## src/inc/ccr_pkg.sv

```systemverilog
// Purpose: Shared constants and types for the card configuration registers
// Assumes: Eight-bit registers on the low data byte, even attribute addresses
// Notes: Offsets are attribute memory byte addresses
package ccr_pkg;
  // Register offsets
  localparam logic [9:0] CCR_OFS_OPTION = 10'h200;
  localparam logic [9:0] CCR_OFS_STATUS = 10'h202;
  localparam logic [9:0] CCR_OFS_PINREP = 10'h204;
  localparam logic [9:0] CCR_OFS_SOCKET = 10'h206;
  // Configuration option fields
  localparam int COR_CARD_SOFT_RESET_BIT = 7;
  localparam int COR_LEVEL_BIT = 6;
  localparam int COR_INDEX_LSB = 0;
  localparam int COR_INDEX_W = 6;
  // Configuration and status fields
  localparam int CCSR_CHANGED_BIT = 7;
  localparam int CCSR_STATUS_CHANGE_ENABLE_BIT = 6;
  localparam int CCSR_BYTE_IO_REQUEST_BIT = 5;
  localparam int CCSR_POWER_DOWN_REQUEST_BIT = 2;
  localparam int CCSR_INT_BIT = 1;
  // Pin replacement fields
  localparam int PRR_READY_CHANGE_LATCH_BIT = 5;
  localparam int PRR_RREADY_BIT = 1;
  localparam logic [7:0] PRR_ONES = 8'h0C;
  // Socket and copy fields
  localparam int SCR_DRIVE_BIT = 4;
  // Reset values
  localparam logic [5:0] CFG_INDEX_RESET = 6'h00;
  localparam logic [7:0] RDATA_RESET = 8'h00;
  // Configuration index encodings
  localparam logic [5:0] CFG_MEMORY = 6'h00;
  localparam logic [5:0] CFG_IO_ANY = 6'h01;
  localparam logic [5:0] CFG_IO_PRI = 6'h02;
  localparam logic [5:0] CFG_IO_SEC = 6'h03;
  localparam logic [9:0] IO_PRI_BASE = 10'h1F0;
  localparam logic [9:0] IO_SEC_BASE = 10'h170;
  localparam logic [9:0] IO_ANY_BASE = 10'h000;
  // Power state walk, Gray coded
  typedef enum logic [1:0] {
    CCR_PWR_ACTIVE = 2'h0,
    CCR_PWR_GOING_LOW = 2'h1,
    CCR_PWR_LOW = 2'h3,
    CCR_PWR_GOING_UP = 2'h2
  } ccr_pwr_type;
endpackage

```

## src/hw/ccr_card_config.sv

```systemverilog
// Purpose: Attribute memory configuration registers of a removable storage card
// Assumes: Host strobes sampled as synchronous inputs on i_clk
// Notes: Write taken on the falling edge of i_we_n, read data one cycle later
// Behaviour
// - Soft reset bit holds card in reset
// - Soft reset never self clears; leaves unconfigured
// - Soft reset counts as ATA hard reset
// - Level select bit chooses level/pulse interrupts
// - Six-bit index selects memory or I/O decode
// - Changed bit reads latch OR
// - Status change pin low when changed, enabled, I/O index only
// - Byte I/O request bit has no effect
// - Power-down bit change forces busy until reached
// - Auto power-down when idle, wake on command
// - Interrupt bit mirrors internal request
// - Interrupt bit reads zero when disabled
// - Live ready bit; bits three, two read one
// - Ready-change latch sets on ready toggle
// - Latch written only when mask bit set
// - Ultra DMA write strobe mapping, word per edge
// - Ultra DMA read strobe mapping, word per edge
// - True IDE only with output enable grounded
`timescale 1ns/100ps
module ccr_card_config (
  input wire logic i_clk,
  input wire logic i_rst,
  input wire logic i_reg_n,
  input wire logic i_ce1_n,
  input wire logic [9:0] i_addr,
  input wire logic i_oe_n,
  input wire logic i_we_n,
  input wire logic [7:0] i_wdata,
  output logic [7:0] o_rdata,
  output logic o_rdata_oe,
  input wire logic i_ready_core,
  input wire logic i_wp_state,
  input wire logic i_irq_req,
  input wire logic i_irq_disable_bit,
  input wire logic i_idle,
  input wire logic i_cmd_arrive,
  input wire logic i_lowpower_ack,
  output logic o_lowpower_req,
  output logic o_ready_irq_pin,
  output logic o_status_change_pin_n,
  output logic o_core_hard_reset,
  output logic o_true_ide,
  output logic o_io_mode,
  output logic [9:0] o_io_base,
  output logic [5:0] o_cfg_index,
  input wire logic i_udma_active,
  input wire logic i_udma_read,
  input wire logic i_iord_n,
  input wire logic i_iowr_n,
  input wire logic i_dev_iordy,
  output logic o_hstrobe,
  output logic o_hdmardy_n,
  output logic o_stop,
  output logic o_iordy,
  output logic o_word_strobe
);

  typedef struct packed {
    logic [5:0] cfg_index;
    logic level_irq;
    logic card_soft_reset;
    logic status_change_pin_en;
    logic byte_io;
    logic power_down_request;
    logic rdy_chg;
    logic wp_chg;
    logic auto_sleep;
    ccr_pkg::ccr_pwr_type pwr;
    logic we_n_d;
    logic live_rdy_d;
    logic wp_d;
    logic irq_d;
    logic strobe_d;
    logic strap_done;
    logic ide_mode;
    logic [7:0] rdata;
    logic status_change_pin_n;
    logic irq_pin;
    logic word_pulse;
  } ccr_state_type;

  ccr_state_type state_reg;
  ccr_state_type state_next;

  logic hit_option;
  logic hit_status;
  logic hit_pinrep;
  logic hit_socket;
  logic wr_take;
  logic rd_take;
  logic pwr_busy;
  logic live_rdy;
  logic int_bit;
  logic changed;
  logic target_low;
  logic sel_strobe;

  // Attribute register hit on the low byte, even address only
  function automatic logic cfg_hit(input logic [9:0] addr, input logic [9:0] ofs,
      input logic reg_n, input logic ce1_n, input logic ide);
    cfg_hit = !reg_n && !ce1_n && !ide && (addr == ofs);
  endfunction

  always_comb begin
    hit_option = cfg_hit(i_addr, ccr_pkg::CCR_OFS_OPTION, i_reg_n, i_ce1_n, state_reg.ide_mode);
    hit_status = cfg_hit(i_addr, ccr_pkg::CCR_OFS_STATUS, i_reg_n, i_ce1_n, state_reg.ide_mode);
    hit_pinrep = cfg_hit(i_addr, ccr_pkg::CCR_OFS_PINREP, i_reg_n, i_ce1_n, state_reg.ide_mode);
    hit_socket = cfg_hit(i_addr, ccr_pkg::CCR_OFS_SOCKET, i_reg_n, i_ce1_n, state_reg.ide_mode);
    wr_take = !i_we_n && state_reg.we_n_d;
    rd_take = !i_oe_n && i_we_n;
    pwr_busy = (state_reg.pwr == ccr_pkg::CCR_PWR_GOING_LOW) ||
      (state_reg.pwr == ccr_pkg::CCR_PWR_GOING_UP);
    live_rdy = i_ready_core && !pwr_busy && !state_reg.card_soft_reset;
    int_bit = i_irq_req && !i_irq_disable_bit;
    changed = state_reg.rdy_chg || state_reg.wp_chg;
    target_low = state_reg.power_down_request || state_reg.auto_sleep;
    sel_strobe = i_udma_read ? i_dev_iordy : i_iord_n;
  end

  always_comb begin
    state_next = state_reg;
    state_next.we_n_d = i_we_n;
    state_next.live_rdy_d = live_rdy;
    state_next.wp_d = i_wp_state;
    state_next.irq_d = int_bit;
    state_next.strobe_d = sel_strobe;
    // Strap caught once, the first cycle after reset release
    if (!state_reg.strap_done) begin
      state_next.strap_done = 1'b1;
      state_next.ide_mode = !i_oe_n;
    end
    if (live_rdy != state_reg.live_rdy_d) begin
      state_next.rdy_chg = 1'b1;
    end
    if (i_wp_state != state_reg.wp_d) begin
      state_next.wp_chg = 1'b1;
    end
    if (i_idle) begin
      state_next.auto_sleep = 1'b1;
    end
    if (i_cmd_arrive) begin
      state_next.auto_sleep = 1'b0;
    end
    if (wr_take && hit_option) begin
      state_next.card_soft_reset = i_wdata[ccr_pkg::COR_CARD_SOFT_RESET_BIT];
      if (!state_reg.card_soft_reset && !i_wdata[ccr_pkg::COR_CARD_SOFT_RESET_BIT]) begin
        state_next.level_irq = i_wdata[ccr_pkg::COR_LEVEL_BIT];
        state_next.cfg_index =
          i_wdata[ccr_pkg::COR_INDEX_LSB +: ccr_pkg::COR_INDEX_W];
      end
    end
    if (wr_take && hit_status) begin
      state_next.status_change_pin_en = i_wdata[ccr_pkg::CCSR_STATUS_CHANGE_ENABLE_BIT];
      // Stored for read-back only; both access widths stay supported
      state_next.byte_io = i_wdata[ccr_pkg::CCSR_BYTE_IO_REQUEST_BIT];
      state_next.power_down_request = i_wdata[ccr_pkg::CCSR_POWER_DOWN_REQUEST_BIT];
    end
    if (wr_take && hit_pinrep && i_wdata[ccr_pkg::PRR_RREADY_BIT]) begin
      // A toggle in the same cycle still sets the latch
      state_next.rdy_chg = i_wdata[ccr_pkg::PRR_READY_CHANGE_LATCH_BIT] ||
        (live_rdy != state_reg.live_rdy_d);
    end
    unique case (state_reg.pwr)
      ccr_pkg::CCR_PWR_ACTIVE: begin
        if (target_low) begin
          state_next.pwr = ccr_pkg::CCR_PWR_GOING_LOW;
        end
      end
      ccr_pkg::CCR_PWR_GOING_LOW: begin
        if (i_lowpower_ack) begin
          state_next.pwr = ccr_pkg::CCR_PWR_LOW;
        end
      end
      ccr_pkg::CCR_PWR_LOW: begin
        if (!target_low) begin
          state_next.pwr = ccr_pkg::CCR_PWR_GOING_UP;
        end
      end
      ccr_pkg::CCR_PWR_GOING_UP: begin
        if (!i_lowpower_ack) begin
          state_next.pwr = ccr_pkg::CCR_PWR_ACTIVE;
        end
      end
    endcase
    // Card stays unconfigured while soft reset is held
    if (state_reg.card_soft_reset) begin
      state_next.cfg_index = ccr_pkg::CFG_INDEX_RESET;
      state_next.level_irq = 1'b0;
      state_next.status_change_pin_en = 1'b0;
      state_next.byte_io = 1'b0;
      state_next.power_down_request = 1'b0;
    end
    state_next.rdata = ccr_pkg::RDATA_RESET;
    if (rd_take && hit_option) begin
      state_next.rdata = {state_reg.card_soft_reset, state_reg.level_irq, state_reg.cfg_index};
    end
    if (rd_take && hit_status) begin
      state_next.rdata[ccr_pkg::CCSR_CHANGED_BIT] = changed;
      state_next.rdata[ccr_pkg::CCSR_STATUS_CHANGE_ENABLE_BIT] = state_reg.status_change_pin_en;
      state_next.rdata[ccr_pkg::CCSR_BYTE_IO_REQUEST_BIT] = state_reg.byte_io;
      state_next.rdata[ccr_pkg::CCSR_POWER_DOWN_REQUEST_BIT] = state_reg.power_down_request;
      state_next.rdata[ccr_pkg::CCSR_INT_BIT] = int_bit;
    end
    if (rd_take && hit_pinrep) begin
      state_next.rdata = ccr_pkg::PRR_ONES;
      state_next.rdata[ccr_pkg::PRR_READY_CHANGE_LATCH_BIT] = state_reg.rdy_chg;
      state_next.rdata[ccr_pkg::PRR_RREADY_BIT] = live_rdy;
    end
    // Socket register reads all zero, drive bit included
    if (rd_take && hit_socket) begin
      state_next.rdata[ccr_pkg::SCR_DRIVE_BIT] = 1'b0;
    end
    if (state_reg.cfg_index == ccr_pkg::CFG_MEMORY) begin
      state_next.status_change_pin_n = 1'b1;
      state_next.irq_pin = live_rdy;
    end else begin
      state_next.status_change_pin_n = !(changed && state_reg.status_change_pin_en);
      if (state_reg.level_irq) begin
        state_next.irq_pin = !int_bit;
      end else begin
        state_next.irq_pin = !(int_bit && !state_reg.irq_d);
      end
    end
    state_next.word_pulse = i_udma_active && (sel_strobe != state_reg.strobe_d);
    if (i_rst) begin
      state_next = '0;
      state_next.we_n_d = 1'b1;
      // Edge detectors start at the live levels, so no false change follows reset
      state_next.live_rdy_d = i_ready_core;
      state_next.wp_d = i_wp_state;
      state_next.strobe_d = sel_strobe;
      state_next.status_change_pin_n = 1'b1;
      state_next.irq_pin = 1'b1;
      state_next.pwr = ccr_pkg::CCR_PWR_ACTIVE;
      state_next.cfg_index = ccr_pkg::CFG_INDEX_RESET;
    end
  end

  always_ff @(posedge i_clk) begin
    state_reg <= state_next;
  end

  always_comb begin
    o_rdata = state_reg.rdata;
    o_rdata_oe = !i_oe_n && (hit_option || hit_status || hit_pinrep || hit_socket);
    o_lowpower_req = state_reg.pwr[0];
    o_ready_irq_pin = state_reg.irq_pin;
    o_status_change_pin_n = state_reg.status_change_pin_n;
    o_core_hard_reset = state_reg.card_soft_reset;
    o_true_ide = state_reg.ide_mode;
    o_io_mode = state_reg.cfg_index != ccr_pkg::CFG_MEMORY;
    o_cfg_index = state_reg.cfg_index;
    unique case (state_reg.cfg_index)
      ccr_pkg::CFG_IO_PRI: o_io_base = ccr_pkg::IO_PRI_BASE;
      ccr_pkg::CFG_IO_SEC: o_io_base = ccr_pkg::IO_SEC_BASE;
      default: o_io_base = ccr_pkg::IO_ANY_BASE;
    endcase
    o_hstrobe = i_udma_active && !i_udma_read && i_iord_n;
    o_hdmardy_n = i_udma_active && i_udma_read ? i_iord_n : 1'b1;
    o_stop = i_udma_active && i_iowr_n;
    o_iordy = i_dev_iordy;
    o_word_strobe = state_reg.word_pulse;
  end

  property p_card_soft_reset_set;
    @(posedge i_clk) disable iff (i_rst)
      (wr_take && hit_option && i_wdata[7]) |=> o_core_hard_reset;
  endproperty
  a_card_soft_reset_set: assert property (p_card_soft_reset_set) else $error("soft reset not applied");

  property p_card_soft_reset_unconfig;
    @(posedge i_clk) disable iff (i_rst)
      state_reg.card_soft_reset |=> (o_cfg_index == 6'h00) && !state_reg.level_irq;
  endproperty
  a_card_soft_reset_unconfig: assert property (p_card_soft_reset_unconfig) else $error("config kept in reset");

  property p_reset_clears;
    @(posedge i_clk) i_rst |=> (o_cfg_index == 6'h00) && !state_reg.level_irq && !o_core_hard_reset;
  endproperty
  a_reset_clears: assert property (p_reset_clears) else $error("reset values wrong");

  property p_changed_read;
    @(posedge i_clk) disable iff (i_rst)
      (rd_take && hit_status && (state_reg.rdy_chg || state_reg.wp_chg)) |=> o_rdata[7];
  endproperty
  a_changed_read: assert property (p_changed_read) else $error("changed bit not set");

  property p_status_change_pin_pin;
    @(posedge i_clk) disable iff (i_rst)
      (o_io_mode && changed && state_reg.status_change_pin_en) |=> !o_status_change_pin_n;
  endproperty
  a_status_change_pin_pin: assert property (p_status_change_pin_pin) else $error("status change pin not low");

  property p_pwr_busy;
    @(posedge i_clk) disable iff (i_rst)
      (state_reg.pwr == ccr_pkg::CCR_PWR_ACTIVE && target_low && !state_reg.card_soft_reset)
        |=> !live_rdy ##1 ($past(i_lowpower_ack) || !live_rdy);
  endproperty
  a_pwr_busy: assert property (p_pwr_busy) else $error("ready during power change");

  property p_int_masked;
    @(posedge i_clk) disable iff (i_rst)
      (rd_take && hit_status && i_irq_disable_bit) |=> !o_rdata[1];
  endproperty
  a_int_masked: assert property (p_int_masked) else $error("int bit not masked");

  property p_pinrep_ones;
    @(posedge i_clk) disable iff (i_rst)
      (rd_take && hit_pinrep) |=> (o_rdata[3:2] == 2'b11) && (o_rdata[1] == $past(live_rdy));
  endproperty
  a_pinrep_ones: assert property (p_pinrep_ones) else $error("pin replacement read wrong");

  property p_mask_keep;
    @(posedge i_clk) disable iff (i_rst)
      (wr_take && hit_pinrep && !i_wdata[1] && live_rdy == state_reg.live_rdy_d)
        |=> state_reg.rdy_chg == $past(state_reg.rdy_chg);
  endproperty
  a_mask_keep: assert property (p_mask_keep) else $error("latch changed without mask");

  property p_socket_zero;
    @(posedge i_clk) disable iff (i_rst)
      (rd_take && hit_socket) |=> o_rdata == 8'h00;
  endproperty
  a_socket_zero: assert property (p_socket_zero) else $error("socket register not zero");

  property p_word_pulse;
    @(posedge i_clk) disable iff (i_rst)
      (i_udma_active && (sel_strobe != state_reg.strobe_d)) |=> o_word_strobe;
  endproperty
  a_word_pulse: assert property (p_word_pulse) else $error("strobe edge lost");

  property p_level_irq;
    @(posedge i_clk) disable iff (i_rst)
      (o_io_mode && state_reg.level_irq && int_bit) |=> !o_ready_irq_pin;
  endproperty
  a_level_irq: assert property (p_level_irq) else $error("level interrupt not low");

  property p_pulse_irq;
    @(posedge i_clk) disable iff (i_rst)
      (o_io_mode && !state_reg.level_irq && int_bit && state_reg.irq_d) |=> o_ready_irq_pin;
  endproperty
  a_pulse_irq: assert property (p_pulse_irq) else $error("pulse interrupt held low");

endmodule // ccr_card_config

```

## config.mk

```make
export PLATFORM = sky130hd
export DESIGN_NAME = ccr_card_config
export DESIGN_NICKNAME = d
export VERILOG_FILES = /design/src/inc/ccr_pkg.sv /design/src/hw/ccr_card_config.sv
export SDC_FILE = /design/constraint.sdc
export NUM_CORES = 1
export LEC_CHECK = 0
export ABC_AREA = 1
export BUFFER_PORTS_ARGS = -buffer_cell sky130_fd_sc_hd__buf_2
export CORE_MARGIN = 2
export CORE_UTILIZATION = 49
export DETAILED_ROUTE_END_ITERATION = 10
export PLACE_DENSITY = 0.89
export SKIP_CTS_REPAIR_TIMING = 1
export SYNTH_ARGS = -nofsm -noshare
export SYNTH_HDL_FRONTEND = slang
export SYNTH_SLANG_ARGS = --single-unit
```

## constraint.sdc

```tcl
create_clock -name i_clk -period 2.6 [get_ports i_clk]
set_input_delay 0.26 -clock i_clk [delete_from_list [all_inputs] [get_ports i_clk]]
set_output_delay 0.26 -clock i_clk [all_outputs]
set_load 0.01 [all_outputs]
```

======== Word-level counts from Yosys, hierarchy flattened ========
Cells that the tools add are included.
storage, ports and cells
  register bits ........................... 34
operators by class
  equal/unequal tests ..................... 16
  multiplexer cells ....................... 19
  bitwise operators ....................... 1
  reduce and logical (&&, ||, !) cells .... 61
operator list
  kind                  number
  $eq 10x10->1 const B  4
  $logic_and 1x1->1     28
  $pmux 9 s2            1
  $mux 17               1
  $mux 8                2
  $logic_not 1->1       14
  $eq 6x2->1 const B    2
  $mux 2                6
  $ne 2x2->1 const B    4
  $pmux 2 s4            1
  $reduce_or 2->1       4
  $logic_or 1x1->1      7
  $mux 1                7
  $logic_not 6->1       1
  $reduce_bool 6->1     1
  $eq 2x2->1 const B    2
  $reduce_and 4->1      1
  $reduce_or 4->1       1
  $mux 3                1
  $ne 1x1->1            3
  $reduce_or 3->1       1
  $eq 2x1->1 const B    1
  $logic_not 2->1       1
  $reduce_and 2->1      1
  other kinds (2)       2

======== Logic depth before layout (Yosys ltp) ========
  depth after elaboration ................. 10
  gate-level depth with buffers ........... 9
  mapped depth without buffers ............ 9

======== Least setup slack after synthesis ========
OpenSTA, ideal clock, no wires.
  kind .................................... reg-to-reg
  from .................................... register state_reg (netlist bit o_lowpower_req)
  to ...................................... register state_reg[22] in the netlist's numbering
  library setup time ...................... 0.109 ns
  arrival ................................. 1.253 ns
  slack ................................... 1.238 ns
  stages on the path, launching flop included .. 9
  buffers on the path ..................... 0
  period minus slack after synthesis ...... 1.362 ns
  cells stage by stage .................... dfxtp_1 -> inv_1 -> ha_1 -> nor2_1 -> nand2_1 -> xor2_1 -> nand3_1 -> nand2_1 -> inv_1
between the ends
  word-level cells in the longest chain between the ends .. 8
  elaborated cells between the ends (all ways) .. 10
ends and longest elaborated chain
  item                                      RTL line                                        RTL
  start: declaration                        ccr_card_config.sv:86                           ccr_state_type state_reg;
  start signal: assignment                  ccr_card_config.sv:244                          state_reg <= state_next;
  $eq 2x1->1 or $eq 2x2->1 (tied branches)  ccr_card_config.sv:115, ccr_card_config.sv:116
  $logic_or 1x1->1 *                        ccr_card_config.sv:115                          pwr_busy = (state_reg.pwr == ccr_pkg::CCR_PWR_GOING_LOW) ||
  $logic_not 1->1 *                         ccr_card_config.sv:117                          live_rdy = i_ready_core && !pwr_busy && !state_reg.card_soft_reset;
  $logic_and 1x1->1 * (2 in series)         ccr_card_config.sv:117
  $ne 1x1->1 *                              ccr_card_config.sv:136, ccr_card_config.sv:165
  $logic_or 1x1->1                          ccr_card_config.sv:164                          state_next.rdy_chg = i_wdata[ccr_pkg::PRR_READY_CHANGE_LATCH_BIT] ||
  $mux 1                                    ccr_card_config.sv:162                          if (wr_take && hit_pinrep && i_wdata[ccr_pkg::PRR_RREADY_BIT]) begin
Every way passes the cells marked *; elsewhere a longest branch is shown, timed or not.
A chain may end at the register's enable or synchronous reset.

======== Worst setup path after layout ========
  from .................................... register state_reg (netlist bit o_true_ide)
  to ...................................... output o_rdata_oe
between the ends
  word-level cells in the longest chain between the ends .. 7
  elaborated cells between the ends (all ways) .. 10
ends and longest elaborated chain
  item                            RTL line                RTL
  $logic_not 1->1 *               ccr_card_config.sv:105  cfg_hit = !reg_n && !ce1_n && !ide && (addr == ofs);
  $logic_and 1x1->1 *             ccr_card_config.sv:105
  $logic_and 1x1->1               ccr_card_config.sv:105
  $logic_or 1x1->1 (2 in series)  ccr_card_config.sv:249  o_rdata_oe = !i_oe_n && (hit_option || hit_status || hit_pinrep || hit_socket);
  $logic_or 1x1->1 *              ccr_card_config.sv:249
  $logic_and 1x1->1 *             ccr_card_config.sv:249
  end: declaration                ccr_card_config.sv:34   output logic o_rdata_oe,
Marks and branches as above.

==> out/metrics.sh <==
RUN_STATUS='finished, final reports clean'
YOSYS_MOST_USED_DFF='sky130_fd_sc_hd__dfxtp_1'
GRT_MAX_DEGREE=18
ROUTED_WIRELENGTH_UM=3960
SYNTH_EDF_COUNT=0
CRITICALPATHCATEGORY='reg -> out'
HOLDCRITPATHCLASS='in -> reg'
GRT_REMAINING_OVERFLOW=0
SYN-INSTANCE-COUNT=262
START_KIND='flip-flop'
ROUTE.ANTENNA.REMAINING_NETS=0
YOSYSWARNINGCOUNT=0
AREA.GROWTH.SYNTH_TO_FINAL_PCT=16.9
DIE_HEIGHT_UM=66.4
FINAL-SETUP-VIOL-COUNT=0
VIAS=1739
GRT_FIRST_PASS_WIRELENGTH_UM=6520
FINAL_LAYOUT_SIZE_SUFFIX_GT1_SHARE_PCT=32.7
HOLD_END='state_reg[15]'
WORST_SKEW_PAIR.LATE_LATENCY_PS=280
ROUTED_VIA_DENSITY=4.79
MIN_FROM='i_wp_state'
FINAL_NET_COUNT=354
FILL_CELLS=342
POST-ROUTE-MIN-PERIOD_PS=1740
DETAILEDROUTE.FIRSTITERATIONVIOLATIONS=89
YOSYS-TOP-CELLS-COUNT='sky130_fd_sc_hd__nand2_1, sky130_fd_sc_hd__inv_1, sky130_fd_sc_hd__nor2_1'
DIEWIDTH_UM=66.4
DRT_DRC_VIOLATIONS_LEFT=0
I_O_BUFFERS=66
NUMBER_OF_ANTENNA_VIOLATIONS_AT_THE_FIRST_CHECK_IN_GLOBAL_ROUTING=0
STATIC_LEAKAGE_POWER_nW=1.24
MIN_PERIOD_OVER_PERIOD_PCT=66.9
R2R_CELLS=8
MAX_CAP_VIOLATIONS=0
TIMING.HOLD.WS_PS=108
GRT_USAGE_PCT=19.3
FIN_SETUP_TNS_PS=0
SETUP.WORST_PATH.END_CLASS='output pin'
FIRSTDRTPASSITERS=4
SYNTH_TOP_AREA_SHARE_PCT=35.6
DIE_AREA_UM2=4410
PIN_COUNT=72
DP.FINAL_HPWL_UM=3110
LARGEST_REGISTER_FF_COUNT=14
CORE_AREA_UM2=3720
WORST_EP_REQUIRED_TIME_PS=2340
STARTING_UTILIZATION_OF_THE_CORE_AREA_PCT=51.4
SYNTH_CELL_TYPE_COUNT=28
PATH_CLK_SLEW_PS=70
HOLD_VIOL=0
ASYNCSETRESETFLOPFRACSYNTH_PCT=0
WORST_EP_ARRIVAL_TIME_PS=1480
SYNTHMOSTINSTANTIATEDCELL='sky130_fd_sc_hd__nand2_1'
CRITICAL_PATH.SLOWEST_CELL='sky130_fd_sc_hd__dfxtp_1'
PLACE.GP.CONGESTION=0.823
SYNTH_TOP_CELL_BY_AREA='sky130_fd_sc_hd__dfxtp_1'
CTS_MAX_LEVEL=2
CRITICAL_PATH.REG2REG.ENDPOINT='state_reg[22]'
ROUTE.DETAILED.WL_PER_INST_UM=10.9
CRIT_TOP_CELL='sky130_fd_sc_hd__inv_1'
R2R-START='o_lowpower_req'
CLKSINKCOUNT=34
GRT_SETUP_UNREPAIRED='false'
HOLD_PATH_DEPTH=1
SYNTHESIZED_FLOP_AND_LATCH_TOTAL=34
SYNTH-SEQ-AREA-SHARE_PCT=35.6
CTS_TREE='yes'
CTS-ROOT-TO-SINK-BUFFERS=2
REG2REG_SLACK_PS=1070
TIMING.CRITICAL_PATH.BUF_INV=3
SYNTH_AREA_UM2=1910
MAX-VDD-IR-DROP_mV=0.437
CRITICAL_PATH.CELL_CHAIN='inv_1 > nand2_2 > nor2_8 > nand4_2 > nand4_1 > nand2_1 > inv_1 > buf_2'
POWER.DENSITY_nW_PER_UM2=600
SYNTH_TOP_CELLS_BY_AREA='sky130_fd_sc_hd__dfxtp_1, sky130_fd_sc_hd__buf_4, sky130_fd_sc_hd__nand2_1'
TRITONCTS.NUM_BUFFERS=5
TIMING.FINAL.MAX_SLEW_VIOLATIONS=0
MAX_STAGE_DELAY_PS=300
PATH_DELAY_FAMILY='simple AND/OR/NAND/NOR gates'
NUM_ROWS=22
TIMING.CLOCK.SKEW_PS=9.27
MAX_FREQ_MHz=575
NUM_ANTENNA_CELLS=0
NUMBER_OF_GLOBAL_ROUTE_VIAS_BEFORE_REPAIR=1541
CLOCK-ROOT-BUFFER='sky130_fd_sc_hd__clkbuf_8'
SYNTHESIS.AREA_PER_INSTANCE_UM2=7.29
WORSTPATHMAXFANOUT=17
[area by class of cell]
type                            instances  area (um2)  area share [%]
Clock buffer                            5        68.8            3.08
Tap cell                               48        60.1            2.69
Sequential cell                        34         681            30.5
Clock inverter                          3        40.0            1.79
Timing Repair Buffer                   66         330            14.8
Multi-Input combinational cell        166         900            40.3
Inverter                               41         154            6.89
[routing by layer]
layer / up-vias / GRT usage (%) / wire, um
li1: 896 / - / -
met1: 768 / 23.3 / 1670
met2: 66 / 32.3 / 1930
met3: 9 / 3.92 / 258
met4: 0 / 9.44 / 95
met5: - / 0 / 0
[cell families after synthesis]
| group | after synthesis | synth area share, % |
|---|---|---|
| other cells | 1 | 0.196 |
| xor+xnor | 2 | 0.917 |
| simple gates | 134 | 36.8 |
| fa+ha+maj | 4 | 2.62 |
| flops | 34 | 35.6 |
| buf+inv | 66 | 18.1 |
| compound gates | 21 | 5.76 |
[report_power, final]
part	switching [W]	leakage (nW)	internal (W)
registers	0.0000286	0.278	0.000560
logic	0.000170	0.906	0.000112
clock network	0.000187	0.0579	0.000282
total	0.000385	1.24	0.000954
[metrics by stage]
| step | util, % | setup WS (ps) | instances | power (W) | instance area (um2) |
|---|---|---|---|---|---|
| 2_1_floorplan | - | 1240 | 266 | 0.000796 | 1930 |
| 3_3_place_gp | 57.2 | 1080 | 355 | 0.000866 | 2120 |
| 3_5_place_dp | 57.2 | 1050 | 355 | 0.000879 | 2120 |
| 4_1_cts | 60.1 | 857 | 363 | 0.00135 | 2230 |
| 5_1_grt | 60.1 | 705 | 363 | 0.00142 | 2230 |
| 6_report | 60.1 | 861 | 363 | 0.00134 | 2230 |
[placed cells by master (no fill, tap or decap), types with 2 or more instances in the layout]
cell                       synthesis  final
sky130_fd_sc_hd__o211ai_1          2      2
sky130_fd_sc_hd__or2_2             2      2
sky130_fd_sc_hd__nor3_1            3      3
sky130_fd_sc_hd__o21ai_1           2      2
sky130_fd_sc_hd__clkinv_2          0      2
sky130_fd_sc_hd__nor2_1           38     38
sky130_fd_sc_hd__inv_1            39     39
sky130_fd_sc_hd__o21ai_0          10     10
sky130_fd_sc_hd__ha_1              4      4
sky130_fd_sc_hd__inv_2             2      2
sky130_fd_sc_hd__nor2_2           10     10
sky130_fd_sc_hd__a21oi_1           7      7
sky130_fd_sc_hd__clkbuf_8          0      5
sky130_fd_sc_hd__nand4_1          11     11
sky130_fd_sc_hd__buf_2             0     66
sky130_fd_sc_hd__nand2_1          40     40
sky130_fd_sc_hd__nand3_1          14     14
sky130_fd_sc_hd__nor2_4            4      4
sky130_fd_sc_hd__nor2_8            2      2
sky130_fd_sc_hd__nand2_2           4      4
sky130_fd_sc_hd__xor2_1            2      2
sky130_fd_sc_hd__dfxtp_1          34     34
sky130_fd_sc_hd__conb_1            1      5
[worst max-delay path by stage]
stage | end | slack, ps | startpoint | cells past startpoint
after global placement | o_rdata_oe | 1080 | i_ce1_n | 9
after CTS | o_rdata_oe | 860 | o_true_ide | 8
final | o_rdata_oe | 860 | o_true_ide | 8
after detailed placement | o_rdata_oe | 1050 | i_addr[4] | 9
after global routing | o_rdata_oe | 700 | o_true_ide | 8
after floorplan | o_rdata_oe | 1240 | o_true_ide | 8
No activity file was read; power rests on OpenSTA's default activity.
